[src/rtl/sfm_cfg.svh]
// Opcodes, array geometry, dummy counts and reset values of the flash front end.
// Included by the design files; holds definitions only.
`ifndef SFM_CFG_SVH
`define SFM_CFG_SVH
`define SFM_OP_NONE       8'h00
`define SFM_OP_WR_ENABLE  8'h06
`define SFM_OP_WR_DISABLE 8'h04
`define SFM_OP_STAT_WRITE 8'h01
`define SFM_OP_PAGE_PROG  8'h02
`define SFM_OP_QUAD_PROG  8'h32
`define SFM_OP_SECT_ERASE 8'h20
`define SFM_OP_B32_ERASE  8'h52
`define SFM_OP_B64_ERASE  8'hD8
`define SFM_OP_CHIP_ER_A  8'h60
`define SFM_OP_CHIP_ER_B  8'hC7
`define SFM_OP_READ       8'h03
`define SFM_OP_FAST_READ  8'h0B
`define SFM_OP_DUAL_OUT   8'h3B
`define SFM_OP_QUAD_OUT   8'h6B
`define SFM_OP_DUAL_IO    8'hBB
`define SFM_OP_QUAD_IO    8'hEB
`define SFM_OP_FOUR_ON    8'h38
`define SFM_OP_FOUR_OFF   8'hFF
`define SFM_OP_PWR_DOWN   8'hB9
`define SFM_OP_PWR_UP     8'hAB
`define SFM_OP_RST_ARM    8'h66
`define SFM_OP_RST_DO     8'h99
// Geometry in bytes
`define SFM_ARRAY_TOP     24'h1FFFFF
`define SFM_PAGE_MASK     24'hFFFF00
`define SFM_SECT_BYTES    24'h001000
`define SFM_SECT_MASK     24'hFFF000
`define SFM_B32_BYTES     24'h008000
`define SFM_B32_MASK      24'hFF8000
`define SFM_B64_BYTES     24'h010000
`define SFM_B64_MASK      24'hFF0000
// Phase lengths in bits, dummy phases in clocks
`define SFM_CMD_BITS      5'h08
`define SFM_ADDR_BITS     5'h18
`define SFM_BYTE_BITS     5'h08
`define SFM_DUMMY_FAST    5'h08
`define SFM_DUMMY_DUAL_IO 5'h04
`define SFM_DUMMY_QUAD_IO 5'h06
// Reset values
`define SFM_RST_LATCH     1'h0
`define SFM_RST_FOUR_WIRE 1'h0
`define SFM_RST_PWR_DOWN  1'h0
`endif

[src/rtl/sfm_pkg.sv]
// Types shared by the flash front end modules.
// Constants live in sfm_cfg.svh.
package sfm_pkg;
  typedef enum logic [2:0] {PH_CMD, PH_ADDR, PH_DUMMY, PH_DIN, PH_OUT, PH_IGNORE} sfm_phase_e;
  typedef logic [2:0]  sfm_lanes_t;
  typedef logic [23:0] sfm_addr_t;
endpackage : sfm_pkg

[src/rtl/sfm_stream_if.sv]
// Valid/ready byte stream between the front end and its FIFO.
// Both ends run on the same clock.
`timescale 1ns/1ps
interface sfm_stream_if #(
  parameter int W = 8
);
  logic         wvalid;
  logic         wready;
  logic [W-1:0] wdata;
  logic         rvalid;
  logic         rready;
  logic [W-1:0] rdata;
  modport fill_side (output wvalid, output wdata, input wready,
                     input rvalid, input rdata, output rready);
  modport fifo_side (input wvalid, input wdata, output wready,
                     output rvalid, output rdata, input rready);
endinterface : sfm_stream_if

[src/rtl/sfm_fifo.sv]
// Program data FIFO with registered read stage.
// Assumes one clock and an active low asynchronous reset.
`timescale 1ns/1ps
module sfm_fifo #(
  parameter int W = 8,
  parameter int D = 16
) (
  input  wire logic clk_i,
  input  wire logic nrst_i,
  sfm_stream_if.fifo_side s
);
  localparam int AW = $clog2(D);

  // Pointers wrap by width, so only powers of two are served
  if (D < 2 || (D & (D - 1)) != 0) begin : g_chk
    $error("sfm_fifo depth must be a power of two, at least 2");
  end

  logic [W-1:0] mem [D];
  logic [AW-1:0] wp_q;
  logic [AW-1:0] rp_q;
  logic [AW:0]   cnt_q;
  logic          rvalid_q;
  logic [W-1:0]  rdata_q;
  logic          push;
  logic          pop;

  // Full refuses; the read register refills whenever drained
  assign s.wready = (cnt_q != (AW+1)'(D));
  assign push     = s.wvalid & s.wready;
  assign pop      = (cnt_q != '0) & (!rvalid_q | s.rready);
  assign s.rvalid = rvalid_q;
  assign s.rdata  = rdata_q;

  // Storage array, no reset needed
  always_ff @(posedge clk_i)
  begin
    if (push)
      mem[wp_q] <= s.wdata;
  end

  // Pointers and fill count
  always_ff @(posedge clk_i or negedge nrst_i)
  begin
    if (!nrst_i) begin
      wp_q  <= '0;
      rp_q  <= '0;
      cnt_q <= '0;
    end else begin
      if (push)
        wp_q <= wp_q + AW'(1);
      if (pop)
        rp_q <= rp_q + AW'(1);
      cnt_q <= cnt_q + (AW+1)'(push) - (AW+1)'(pop);
    end
  end

  // Output register
  always_ff @(posedge clk_i or negedge nrst_i)
  begin
    if (!nrst_i) begin
      rvalid_q <= 1'b0;
      rdata_q  <= '0;
    end else if (pop) begin
      rvalid_q <= 1'b1;
      rdata_q  <= mem[rp_q];
    end else if (s.rready) begin
      rvalid_q <= 1'b0;
    end
  end
endmodule : sfm_fifo

[src/rtl/sfm_front.sv]
// Serial flash front end: pin protocol, modes, hold, write latch, protection.
// Assumes pins oversampled by clk_i at four times the serial clock or more;
// status bits and read data come from logic on clk_i.
`timescale 1ns/1ps
`include "sfm_cfg.svh"

// Contract
// - Array of 256B pages, 4K sectors, 32K/64K blocks, ascending.
// - Serial clock modes 0 and 3 both work, idle level free.
// - Inputs sampled on rising serial clock, outputs change on falling.
// - Dual reads use lines 0 and 1, two bits per clock.
// - Quad reads use all four lines, four bits per clock.
// - Quad-width commands execute only while quad enable is one.
// - Enable/disable commands switch four-wire mode; one mode at a time.
// - In four-wire mode the opcode arrives on all four lines.
// - Power-up and software reset leave four-wire mode off.
// - Four-wire mode is honoured only while quad enable is one.
// - Pause works only with quad enable zero; else line 3 is data.
// - Pause stops serial traffic only, not internal operations underway.
// - Pause starts and ends on pin edges, deferred until clock low.
// - While paused, output floats and clock and input are ignored.
// - Chip select rising during pause resets the interface.
// - Write enable command sets the write enable latch.
// - Latch clears on reset, disable, status write, program, any erase.
// - Block protect bits select a readable but unwritable region.
// - Write-protect low locks block protect and status protect bits; here only while status_protect_lo_i is one and quad enable zero.
// - In deep power-down only release and software reset are heard.
// - Fractions 1/32..1/2 at top, or bottom with bit 3.
// - Codes 11x protect all; bit 4 gives 4K..32K at an end.
// - Complement bit inverts the selected region.
// - Latch clear rejects status write, program and erase.
module sfm_front #(
  parameter int FIFO_DEPTH = 16
) (
  input  wire logic        clk_i,
  input  wire logic        nrst_i,
  input  wire logic        cs_n_i,
  input  wire logic        sclk_i,
  input  wire logic [3:0]  io_i,
  output logic      [3:0]  io_o,
  output logic      [3:0]  io_oe_o,
  input  wire logic        quad_enable_bit_i,
  input  wire logic [4:0]  block_protect_bits_i,
  input  wire logic        complement_protect_bit_i,
  input  wire logic        status_protect_hi_i,
  input  wire logic        status_protect_lo_i,
  input  wire logic [7:0]  rd_data_i,
  output logic      [23:0] rd_addr_o,
  output logic             write_enable_latch_o,
  output logic             four_wire_command_mode_o,
  output logic             deep_power_down_o,
  output logic             hold_active_o,
  output logic             cmd_valid_o,
  output logic      [7:0]  cmd_code_o,
  output logic      [23:0] cmd_addr_o,
  output logic      [15:0] sr_data_o,
  output logic      [7:0]  prog_data_o,
  output logic             prog_valid_o,
  input  wire logic        prog_ready_i,
  output logic             overrun_o
);
  if (FIFO_DEPTH < 2) begin : g_chk
    $error("sfm_front FIFO_DEPTH must be at least 2");
  end

  sfm_pkg::sfm_phase_e ph_q;
  sfm_pkg::sfm_phase_e ph_d;
  sfm_pkg::sfm_lanes_t w;
  sfm_pkg::sfm_addr_t  addr_q;
  logic [2:0]  cs_q;
  logic [2:0]  sclk_q;
  logic [3:0]  io_m_q;
  logic [3:0]  io_s_q;
  logic        hold_q;
  logic        fw_q;
  logic        wel_q;
  logic        dpd_q;
  logic        arm_q;
  logic        prog_ok_q;
  logic        ovr_q;
  logic [7:0]  op_q;
  logic [23:0] sh_q;
  logic [23:0] sh_d;
  logic [4:0]  bit_q;
  logic [4:0]  bits_d;
  logic [4:0]  plen;
  logic        done;
  logic [15:0] sr_q;
  logic [1:0]  sr_cnt_q;
  logic [7:0]  out_sr_q;
  logic [7:0]  out_byte;
  logic [2:0]  ocnt_q;
  logic [3:0]  io_q;
  logic [3:0]  oe_q;
  logic        cv_q;
  logic [7:0]  cc_q;
  logic [23:0] ca_q;
  logic [23:0] rda_q;
  logic        cs_hi;
  logic        cs_rise;
  logic        rise;
  logic        fall;
  logic        fw_on;
  logic        hold_en;
  logic        is_prog;
  logic        sr_lock;
  logic        any_prot;
  logic        exec;

  sfm_stream_if #(.W(8)) prog_if ();

  // Protected-region hit for one address
  function automatic logic prot_hit(input logic [23:0] a, input logic [4:0] bp,
                                    input logic cmp);
    logic [23:0] size;
    logic        hit;
    size = 24'h000000;
    hit  = 1'b0;
    if (bp[2:1] == 2'b11)
      hit = 1'b1;
    else if (bp[2:0] != 3'h0) begin
      if (!bp[4])
        size = `SFM_B64_BYTES << (bp[2:0] - 3'h1);
      else if (bp[2])
        size = `SFM_B32_BYTES;
      else
        size = `SFM_SECT_BYTES << (bp[1:0] - 2'h1);
      if (bp[3])
        hit = (a < size);
      else
        hit = (a > (`SFM_ARRAY_TOP - size));
    end
    return hit ^ cmp;
  endfunction : prot_hit

  // Quad-width opcode test
  function automatic logic is_quad(input logic [7:0] op);
    return (op == `SFM_OP_QUAD_OUT) || (op == `SFM_OP_QUAD_IO) ||
           (op == `SFM_OP_QUAD_PROG);
  endfunction : is_quad

  // Lanes per clock for a phase
  function automatic sfm_pkg::sfm_lanes_t lanes(input sfm_pkg::sfm_phase_e ph,
                                                input logic [7:0] op, input logic fw);
    sfm_pkg::sfm_lanes_t n;
    n = 3'h1;
    if (ph == sfm_pkg::PH_DUMMY)
      n = 3'h1;
    else if (fw)
      n = 3'h4;
    else if (ph == sfm_pkg::PH_ADDR)
      n = (op == `SFM_OP_DUAL_IO) ? 3'h2 : (op == `SFM_OP_QUAD_IO) ? 3'h4 : 3'h1;
    else if (ph != sfm_pkg::PH_CMD) begin
      if (op == `SFM_OP_DUAL_OUT || op == `SFM_OP_DUAL_IO)
        n = 3'h2;
      else if (is_quad(op))
        n = 3'h4;
    end
    return n;
  endfunction : lanes

  // Dummy clocks after the address
  function automatic logic [4:0] dummy_clks(input logic [7:0] op);
    logic [4:0] n;
    n = 5'h00;
    if (op == `SFM_OP_FAST_READ || op == `SFM_OP_DUAL_OUT || op == `SFM_OP_QUAD_OUT)
      n = `SFM_DUMMY_FAST;
    else if (op == `SFM_OP_DUAL_IO)
      n = `SFM_DUMMY_DUAL_IO;
    else if (op == `SFM_OP_QUAD_IO)
      n = `SFM_DUMMY_QUAD_IO;
    return n;
  endfunction : dummy_clks

  // Two-flop synchronisers, third stage only for edge detection
  always_ff @(posedge clk_i or negedge nrst_i)
  begin
    if (!nrst_i) begin
      cs_q   <= 3'h7;
      sclk_q <= 3'h0;
      io_m_q <= 4'hF;
      io_s_q <= 4'hF;
    end else begin
      cs_q   <= {cs_q[1:0], cs_n_i};
      sclk_q <= {sclk_q[1:0], sclk_i};
      io_m_q <= io_i;
      io_s_q <= io_m_q;
    end
  end

  // Either idle level works: only edges inside a frame count
  assign cs_hi   = cs_q[1];
  assign cs_rise = cs_q[1] & ~cs_q[2];
  assign rise    = ~cs_hi & ~hold_q & sclk_q[1] & ~sclk_q[2];
  assign fall    = ~cs_hi & ~hold_q & ~sclk_q[1] & sclk_q[2];
  assign fw_on   = fw_q & quad_enable_bit_i;
  assign hold_en = ~quad_enable_bit_i & ~fw_on;
  assign is_prog = (op_q == `SFM_OP_PAGE_PROG) || (op_q == `SFM_OP_QUAD_PROG);
  assign sr_lock = status_protect_hi_i | (status_protect_lo_i & ~io_s_q[2] & hold_en);
  assign any_prot = prot_hit(24'h000000, block_protect_bits_i, complement_protect_bit_i) |
                    prot_hit(`SFM_ARRAY_TOP, block_protect_bits_i, complement_protect_bit_i);
  assign exec    = cs_rise & ~hold_q;

  // Pause level; follows line 3 only while the serial clock is low, cleared at once by deselect or quad enable
  always_ff @(posedge clk_i or negedge nrst_i)
  begin
    if (!nrst_i)
      hold_q <= 1'b0;
    else if (cs_hi || !hold_en)
      hold_q <= 1'b0;
    else if (!sclk_q[1])
      hold_q <= ~io_s_q[3];
  end

  // Lane width, shifted word and phase end for this rising edge
  always_comb
  begin
    w = lanes(ph_q, op_q, fw_on);
    case (w)
      3'h4:    sh_d = {sh_q[19:0], io_s_q[3:0]};
      3'h2:    sh_d = {sh_q[21:0], io_s_q[1:0]};
      default: sh_d = {sh_q[22:0], io_s_q[0]};
    endcase
    case (ph_q)
      sfm_pkg::PH_CMD:   plen = `SFM_CMD_BITS;
      sfm_pkg::PH_ADDR:  plen = `SFM_ADDR_BITS;
      sfm_pkg::PH_DUMMY: plen = dummy_clks(op_q);
      default:           plen = `SFM_BYTE_BITS;
    endcase
    bits_d = bit_q + {2'b00, w};
    done   = (bits_d == plen);
  end

  // Next phase once the current one completes
  always_comb
  begin
    ph_d = ph_q;
    case (ph_q)
      sfm_pkg::PH_CMD:
      begin
        ph_d = sfm_pkg::PH_IGNORE;
        if (dpd_q && sh_d[7:0] != `SFM_OP_PWR_UP && sh_d[7:0] != `SFM_OP_RST_ARM &&
            sh_d[7:0] != `SFM_OP_RST_DO)
          ph_d = sfm_pkg::PH_IGNORE;
        else if (is_quad(sh_d[7:0]) && !quad_enable_bit_i)
          ph_d = sfm_pkg::PH_IGNORE;
        else if (sh_d[7:0] == `SFM_OP_STAT_WRITE)
          ph_d = sfm_pkg::PH_DIN;
        else if (sh_d[7:0] inside {`SFM_OP_PAGE_PROG, `SFM_OP_QUAD_PROG, `SFM_OP_SECT_ERASE,
                 `SFM_OP_B32_ERASE, `SFM_OP_B64_ERASE, `SFM_OP_READ, `SFM_OP_FAST_READ,
                 `SFM_OP_DUAL_OUT, `SFM_OP_QUAD_OUT, `SFM_OP_DUAL_IO, `SFM_OP_QUAD_IO})
          ph_d = sfm_pkg::PH_ADDR;
      end
      sfm_pkg::PH_ADDR:
      begin
        if (is_prog)
          ph_d = sfm_pkg::PH_DIN;
        else if (op_q == `SFM_OP_SECT_ERASE || op_q == `SFM_OP_B32_ERASE ||
                 op_q == `SFM_OP_B64_ERASE)
          ph_d = sfm_pkg::PH_IGNORE;
        else if (dummy_clks(op_q) != 5'h00)
          ph_d = sfm_pkg::PH_DUMMY;
        else
          ph_d = sfm_pkg::PH_OUT;
      end
      sfm_pkg::PH_DUMMY: ph_d = sfm_pkg::PH_OUT;
      default:           ph_d = ph_q;
    endcase
  end

  // Phase, bit counter and input shifter; pause simply masks the edges
  always_ff @(posedge clk_i or negedge nrst_i)
  begin
    if (!nrst_i) begin
      ph_q  <= sfm_pkg::PH_CMD;
      bit_q <= 5'h00;
      sh_q  <= 24'h000000;
      op_q  <= `SFM_OP_NONE;
    end else if (cs_hi) begin
      ph_q  <= sfm_pkg::PH_CMD;
      bit_q <= 5'h00;
      op_q  <= `SFM_OP_NONE;
    end else if (rise) begin
      sh_q  <= sh_d;
      bit_q <= done ? 5'h00 : bits_d;
      if (done)
        ph_q <= ph_d;
      if (done && ph_q == sfm_pkg::PH_CMD)
        op_q <= (dpd_q && !(sh_d[7:0] inside {`SFM_OP_PWR_UP, `SFM_OP_RST_ARM, `SFM_OP_RST_DO}))
                || (is_quad(sh_d[7:0]) && !quad_enable_bit_i) ? `SFM_OP_NONE : sh_d[7:0];
    end
  end

  // Address capture, program gate and status data collection
  always_ff @(posedge clk_i or negedge nrst_i)
  begin
    if (!nrst_i) begin
      addr_q    <= 24'h000000;
      prog_ok_q <= 1'b0;
      sr_q      <= 16'h0000;
      sr_cnt_q  <= 2'h0;
    end else if (cs_hi) begin
      prog_ok_q <= 1'b0;
      sr_cnt_q  <= 2'h0;
    end else if (rise && done) begin
      if (ph_q == sfm_pkg::PH_ADDR) begin
        addr_q    <= sh_d;
        prog_ok_q <= is_prog & wel_q &
                     ~prot_hit(sh_d, block_protect_bits_i, complement_protect_bit_i);
      end
      if (ph_q == sfm_pkg::PH_DIN && op_q == `SFM_OP_STAT_WRITE && sr_cnt_q != 2'h2) begin
        sr_q     <= {sr_q[7:0], sh_d[7:0]};
        sr_cnt_q <= sr_cnt_q + 2'h1;
      end
    end
  end

  // Program bytes into the FIFO; a full FIFO drops the byte and flags it
  assign prog_if.wvalid = rise & done & (ph_q == sfm_pkg::PH_DIN) & is_prog & prog_ok_q;
  assign prog_if.wdata  = sh_d[7:0];
  assign prog_if.rready = prog_ready_i;

  always_ff @(posedge clk_i or negedge nrst_i)
  begin
    if (!nrst_i)
      ovr_q <= 1'b0;
    else if (cs_q[2] && !cs_q[1])
      ovr_q <= 1'b0; // Cleared as a new frame opens
    else if (prog_if.wvalid && !prog_if.wready)
      ovr_q <= 1'b1;
  end

  sfm_fifo #(.W(8), .D(FIFO_DEPTH)) u_fifo (
    .clk_i  (clk_i),
    .nrst_i (nrst_i),
    .s      (prog_if.fifo_side)
  );

  // Write enable latch
  always_ff @(posedge clk_i or negedge nrst_i)
  begin
    if (!nrst_i)
      wel_q <= `SFM_RST_LATCH;
    else if (exec) begin
      case (op_q)
        `SFM_OP_WR_ENABLE:  wel_q <= 1'b1;
        `SFM_OP_WR_DISABLE: wel_q <= 1'b0;
        `SFM_OP_RST_DO:     wel_q <= arm_q ? 1'b0 : wel_q;
        `SFM_OP_STAT_WRITE, `SFM_OP_PAGE_PROG, `SFM_OP_QUAD_PROG, `SFM_OP_SECT_ERASE,
        `SFM_OP_B32_ERASE, `SFM_OP_B64_ERASE, `SFM_OP_CHIP_ER_A, `SFM_OP_CHIP_ER_B:
          wel_q <= 1'b0;
        default: wel_q <= wel_q;
      endcase
    end
  end

  // Four-wire mode, deep power-down and the two-step reset
  always_ff @(posedge clk_i or negedge nrst_i)
  begin
    if (!nrst_i) begin
      fw_q  <= `SFM_RST_FOUR_WIRE;
      dpd_q <= `SFM_RST_PWR_DOWN;
      arm_q <= 1'b0;
    end else if (exec && op_q != `SFM_OP_NONE) begin
      arm_q <= (op_q == `SFM_OP_RST_ARM);
      case (op_q)
        `SFM_OP_FOUR_ON:  fw_q <= quad_enable_bit_i;
        `SFM_OP_FOUR_OFF: fw_q <= 1'b0;
        `SFM_OP_PWR_DOWN: dpd_q <= 1'b1;
        `SFM_OP_PWR_UP:   dpd_q <= 1'b0;
        `SFM_OP_RST_DO:
        begin
          if (arm_q) begin
            fw_q  <= 1'b0;
            dpd_q <= 1'b0;
          end
        end
        default: fw_q <= fw_q;
      endcase
    end
  end

  // Accepted write-type commands to the array side; runs on through pause
  always_ff @(posedge clk_i or negedge nrst_i)
  begin
    if (!nrst_i) begin
      cv_q <= 1'b0;
      cc_q <= `SFM_OP_NONE;
      ca_q <= 24'h000000;
    end else begin
      cv_q <= 1'b0;
      if (rise && done && ph_q == sfm_pkg::PH_ADDR && is_prog && wel_q &&
          !prot_hit(sh_d, block_protect_bits_i, complement_protect_bit_i)) begin
        cv_q <= 1'b1;
        cc_q <= op_q;
        ca_q <= sh_d & `SFM_PAGE_MASK;
      end else if (exec && wel_q) begin
        cc_q <= op_q;
        case (op_q)
          `SFM_OP_SECT_ERASE, `SFM_OP_B32_ERASE, `SFM_OP_B64_ERASE:
          begin
            cv_q <= (ph_q == sfm_pkg::PH_IGNORE) &
                    ~prot_hit(addr_q, block_protect_bits_i, complement_protect_bit_i);
            ca_q <= addr_q & ((op_q == `SFM_OP_SECT_ERASE) ? `SFM_SECT_MASK :
                    (op_q == `SFM_OP_B32_ERASE) ? `SFM_B32_MASK : `SFM_B64_MASK);
          end
          `SFM_OP_CHIP_ER_A, `SFM_OP_CHIP_ER_B:
          begin
            cv_q <= ~any_prot;
            ca_q <= 24'h000000;
          end
          `SFM_OP_STAT_WRITE: cv_q <= (sr_cnt_q != 2'h0) & ~sr_lock;
          default: cv_q <= 1'b0;
        endcase
      end
    end
  end

  // Outgoing byte: fresh from the array at a byte boundary
  assign out_byte = (ocnt_q == 3'h0) ? rd_data_i : out_sr_q;

  // Output shifter, changes on the falling serial clock
  always_ff @(posedge clk_i or negedge nrst_i)
  begin
    if (!nrst_i) begin
      ocnt_q   <= 3'h0;
      out_sr_q <= 8'h00;
      io_q     <= 4'h0;
      rda_q    <= 24'h000000;
    end else if (ph_q != sfm_pkg::PH_OUT) begin
      ocnt_q <= 3'h0;
      if (ph_q == sfm_pkg::PH_ADDR)
        rda_q <= sh_d;
    end else if (fall) begin
      ocnt_q   <= ocnt_q + w;
      out_sr_q <= out_byte << w;
      if (ocnt_q == 3'h0)
        rda_q <= rda_q + 24'h000001;
      case (w)
        3'h4:    io_q <= out_byte[7:4];
        3'h2:    io_q <= {2'b00, out_byte[7:6]};
        default: io_q <= {2'b00, out_byte[7], 1'b0};
      endcase
    end
  end

  // Drive enables; released in pause and between frames
  always_ff @(posedge clk_i or negedge nrst_i)
  begin
    if (!nrst_i)
      oe_q <= 4'h0;
    else if (cs_hi || hold_q || ph_q != sfm_pkg::PH_OUT)
      oe_q <= 4'h0;
    else
      oe_q <= (w == 3'h4) ? 4'hF : (w == 3'h2) ? 4'h3 : 4'h2;
  end

  assign io_o                     = io_q;
  assign io_oe_o                  = oe_q;
  assign rd_addr_o                = rda_q;
  assign write_enable_latch_o     = wel_q;
  assign four_wire_command_mode_o = fw_q;
  assign deep_power_down_o        = dpd_q;
  assign hold_active_o            = hold_q;
  assign cmd_valid_o              = cv_q;
  assign cmd_code_o               = cc_q;
  assign cmd_addr_o               = ca_q;
  assign sr_data_o                = sr_q;
  assign prog_data_o              = prog_if.rdata;
  assign prog_valid_o             = prog_if.rvalid;
  assign overrun_o                = ovr_q;
endmodule : sfm_front

[config.mk]
export PLATFORM = sky130hd
export DESIGN_NAME = sfm_front
export DESIGN_NICKNAME = d
export VERILOG_FILES = /design/src/rtl/sfm_pkg.sv /design/src/rtl/sfm_stream_if.sv /design/src/rtl/sfm_fifo.sv /design/src/rtl/sfm_front.sv
export VERILOG_INCLUDE_DIRS = /design/src /design/src/rtl
export SDC_FILE = /design/constraint.sdc
export NUM_CORES = 1
export LEC_CHECK = 0
export ABC_CLOCK_PERIOD_IN_PS = 12150
export BUFFER_PORTS_ARGS = -buffer_cell sky130_fd_sc_hd__clkbuf_2
export CAP_MARGIN = 20
export CELL_PAD_IN_SITES_DETAIL_PLACEMENT = 1
export CELL_PAD_IN_SITES_GLOBAL_PLACEMENT = 1
export CORE_ASPECT_RATIO = 1.2
export CORE_MARGIN = 2
export CORE_UTILIZATION = 25
export CTS_BUF_LIST = sky130_fd_sc_hd__clkbuf_4
export DETAILED_ROUTE_END_ITERATION = 7
export PLACE_DENSITY = 0.55
export SLEW_MARGIN = 25
export SYNTH_ARGS = -nofsm -noshare
export SYNTH_HDL_FRONTEND = slang
export SYNTH_HIERARCHICAL = 1
export SYNTH_SLANG_ARGS = --single-unit
[constraint.sdc]
create_clock -name clk_i -period 12.15 [get_ports clk_i]
set_input_delay 3.645 -clock clk_i [delete_from_list [all_inputs] [get_ports clk_i]]
set_output_delay 3.645 -clock clk_i [all_outputs]
set_load 0.05 [all_outputs]
==> reports/metrics.yaml <==
drv_slew: 0
insertion_delay_ns: 0.81
cap_violations: 0
swShare_pct: 34.4
vdd.ir_drop.worst_mv: 0.0968
cts_setup_buffers: 0
cp_slowest_cell: "fa_1"
track_usage_pct: 15.4
start_kind: "input port"
grt_max_degree: 67
rrSetupSlack_ns: 5.56
syn-instance-count: 1437
io_pins: 121
worst_path_most_repeated_cell: "inv_1"
syn_avg_cell_area_um2: 11.3
cts_buffers: 93
wl_per_cell_um: 20.5
ys_ff_latch: 319
crit_path_max_incr_delay_ns: 0.54
hold_class: "reg2reg"
port_buffers: 112
pwr-share-comb_pct: 25.8
route.detailed.drc: 0
cts_hold_buf: 0
rr_endpoint: "u_fifo/cnt_q[4]"
synth_ff_type: "dfrtp_1"
start_util_pct: 25.2
final_cell_area_mm2: 0.0189
syn_to_final_growth_pct: 16.6
end_kind: "register"
seq_area_mm2: 0.00864
core-area_mm2: 0.0644
worst-slew-pin-transition_ns: 0.974
place_area_mm2: 0.0177
hold_viol: 0
r2r_start: "op_q[0]"
p_int_mw: 2.09
skew_ns: 0.0758
clkPwrFrac_pct: 33.0
wl_um: 51200
fin_crit_ns: 8.55
multiInputGateArea_mm2: 0.00695
cts_root_buf: "clkbuf_4"
fillers: 7192
yosys_warnings: 6
drive_gt1_share_pct: 23.2
min_period_over_period_pct: 70.3
dr.pass1.iters: 7
die_w_um: 237
clock_path_buffers: 3
endpoint: "u_fifo/cnt_q[4]"
syn_area_mm2: 0.0163
power.switching_mw: 1.10
grt_pass1_wl_um: 80000
ant_nets: 0
status: "complete, no violations"
ys_seq_area_share_pct: 53.1
dr_total_vias: 12300
reg2reg_depth: 26
synth_edf_count: 128
fin_tns_setup_ns: 0
layout_common_cells: "dfrtp_1, clkbuf_4, edfxtp_1"
rsz0062_at_grt: "false"
grt_overflow: 0
dieArea_mm2: 0.0671
h-tree-depth: 3
std_cell_rows: 102
clkSinkCount: 319
finalNetCount: 1694
cp.required_ns: 12.84
critPathKind: "in2reg"
antenna_found_initial: 1
critPathTopFamily: "simple AND/OR/NAND/NOR gates"
synthDistinctLibCells: 82
crit_cells: 25
hpwl_um: 36500
grt_pass1_vias: 13400
mostFrequentLayoutCell: "dfrtp_1"
synthArstFlopShare_pct: 59.9
p_seq_share_pct: 41.1
p_leak_nw: 8.10
fmax_mhz: 117
worstPathArrival_ns: 9.24
clkTransAtPathRegs_ns: 0.08
cts_resized: 0
cts_tree: "yes"
critical_path.max_fanout: 39
vias_per_cell: 4.92
setup_violations: 0
die_h_um: 283
first_iter_violations: 553
power_density_mw_per_mm2: 168
gp_congestion: 0.829
slew_headroom_pct: 34.7
cp_num_buf_inv: 7
setup.worst_path.start: "quad_enable_bit_i"
[cell type report]
class                   count  share of cell area [%]
flip-flops and latches    319                    45.6
well taps                 832                    5.49
clock buffers             143                    5.67
inverters                  70                    1.40
clock inverters            19                   0.667
multi-input cells         961                    36.7
repair buffers            149                    4.52
diodes                      1                  0.0132
[Yosys cell counts (20+ instances only)]
library cell	n	area, um2
clkbuf_1	54	203
inv_1	66	248
nor3_1	30	150
nand2_1	118	443
a21o_1	23	173
o21ai_0	80	400
nand3_1	39	195
nor2_1	93	349
and3_1	20	125
ha_1	71	888
edfxtp_1	128	3840
mux2i_1	35	350
mux4_2	33	743
dfrtp_1	180	4500
a21oi_1	98	490
[metrics by stage]
step	hold WS, ns	total power [mW]	cells	worst slack [ns]	utilization, %
detailed placement	0.350	2.17	2330	2.83	27.5
CTS	0.357	3.26	2492	3.69	29.4
finish	0.352	3.19	2494	3.60	29.4
global route	0.362	3.38	2494	3.10	29.4
floorplan	0.331	1.89	1444	3.41	-
global placement	0.339	2.15	2329	3.15	27.5
[routing by layer]
layer	vias to the layer above	GRT usage [%]	part of all wire, %
li1	5687	-	-
met1	6224	18.1	41
met2	263	27.4	52
met3	95	2.60	3.5
met4	0	7.20	3.5
met5	-	0	0
[kinds of logic after synthesis]
family | synth area share, %
AOI/OAI and AO/OA | 14.1
xor gates and xnor gates | 1.24
adders and majority gates | 5.84
buffers and inverters | 4.41
DFF | 53.1
muxes | 8.18
other | 0.0231
and+or+nand+nor | 13.0
[worst min path at each step]
stage | start | endpoint | slack (ns) | depth (start not counted)
after floorplan | sclk_q[0] | sclk_q[1] | 0.33 | 0
after global placement | sclk_q[0] | sclk_q[1] | 0.34 | 0
after detailed placement | io_m_q[3] | io_s_q[3] | 0.35 | 0
after CTS | sclk_q[0] | sclk_q[1] | 0.36 | 0
after global routing | io_m_q[1] | io_s_q[1] | 0.36 | 0
final | sclk_q[0] | sclk_q[1] | 0.35 | 0
[flip-flops by register name, indices dropped and copies added, names as in the netlist, 4 cells and up]
signal          cells
op_q                8
sr_data_o          16
sh_q               23
u_fifo/rp_q         4
io_m_q              4
u_fifo/s.rdata      8
cmd_code_o          8
io_o                4
io_s_q              4
u_fifo/wp_q         4
out_sr_q            8
u_fifo/mem        128
addr_q             24
rd_addr_o          24
cmd_addr_o         16
bit_q               5
u_fifo/cnt_q        5
[power groups by stage]
stage                     combinational [mW]  sequential, mW  clock, mW
final                                  0.824            1.31       1.05
after global routing                   0.900            1.33       1.16
after CTS                              0.843            1.31       1.10
after detailed placement               0.840            1.33          0
after global placement                 0.820            1.33          0
after floorplan                        0.481            1.41          0
(Power assumes the default switching activity.)
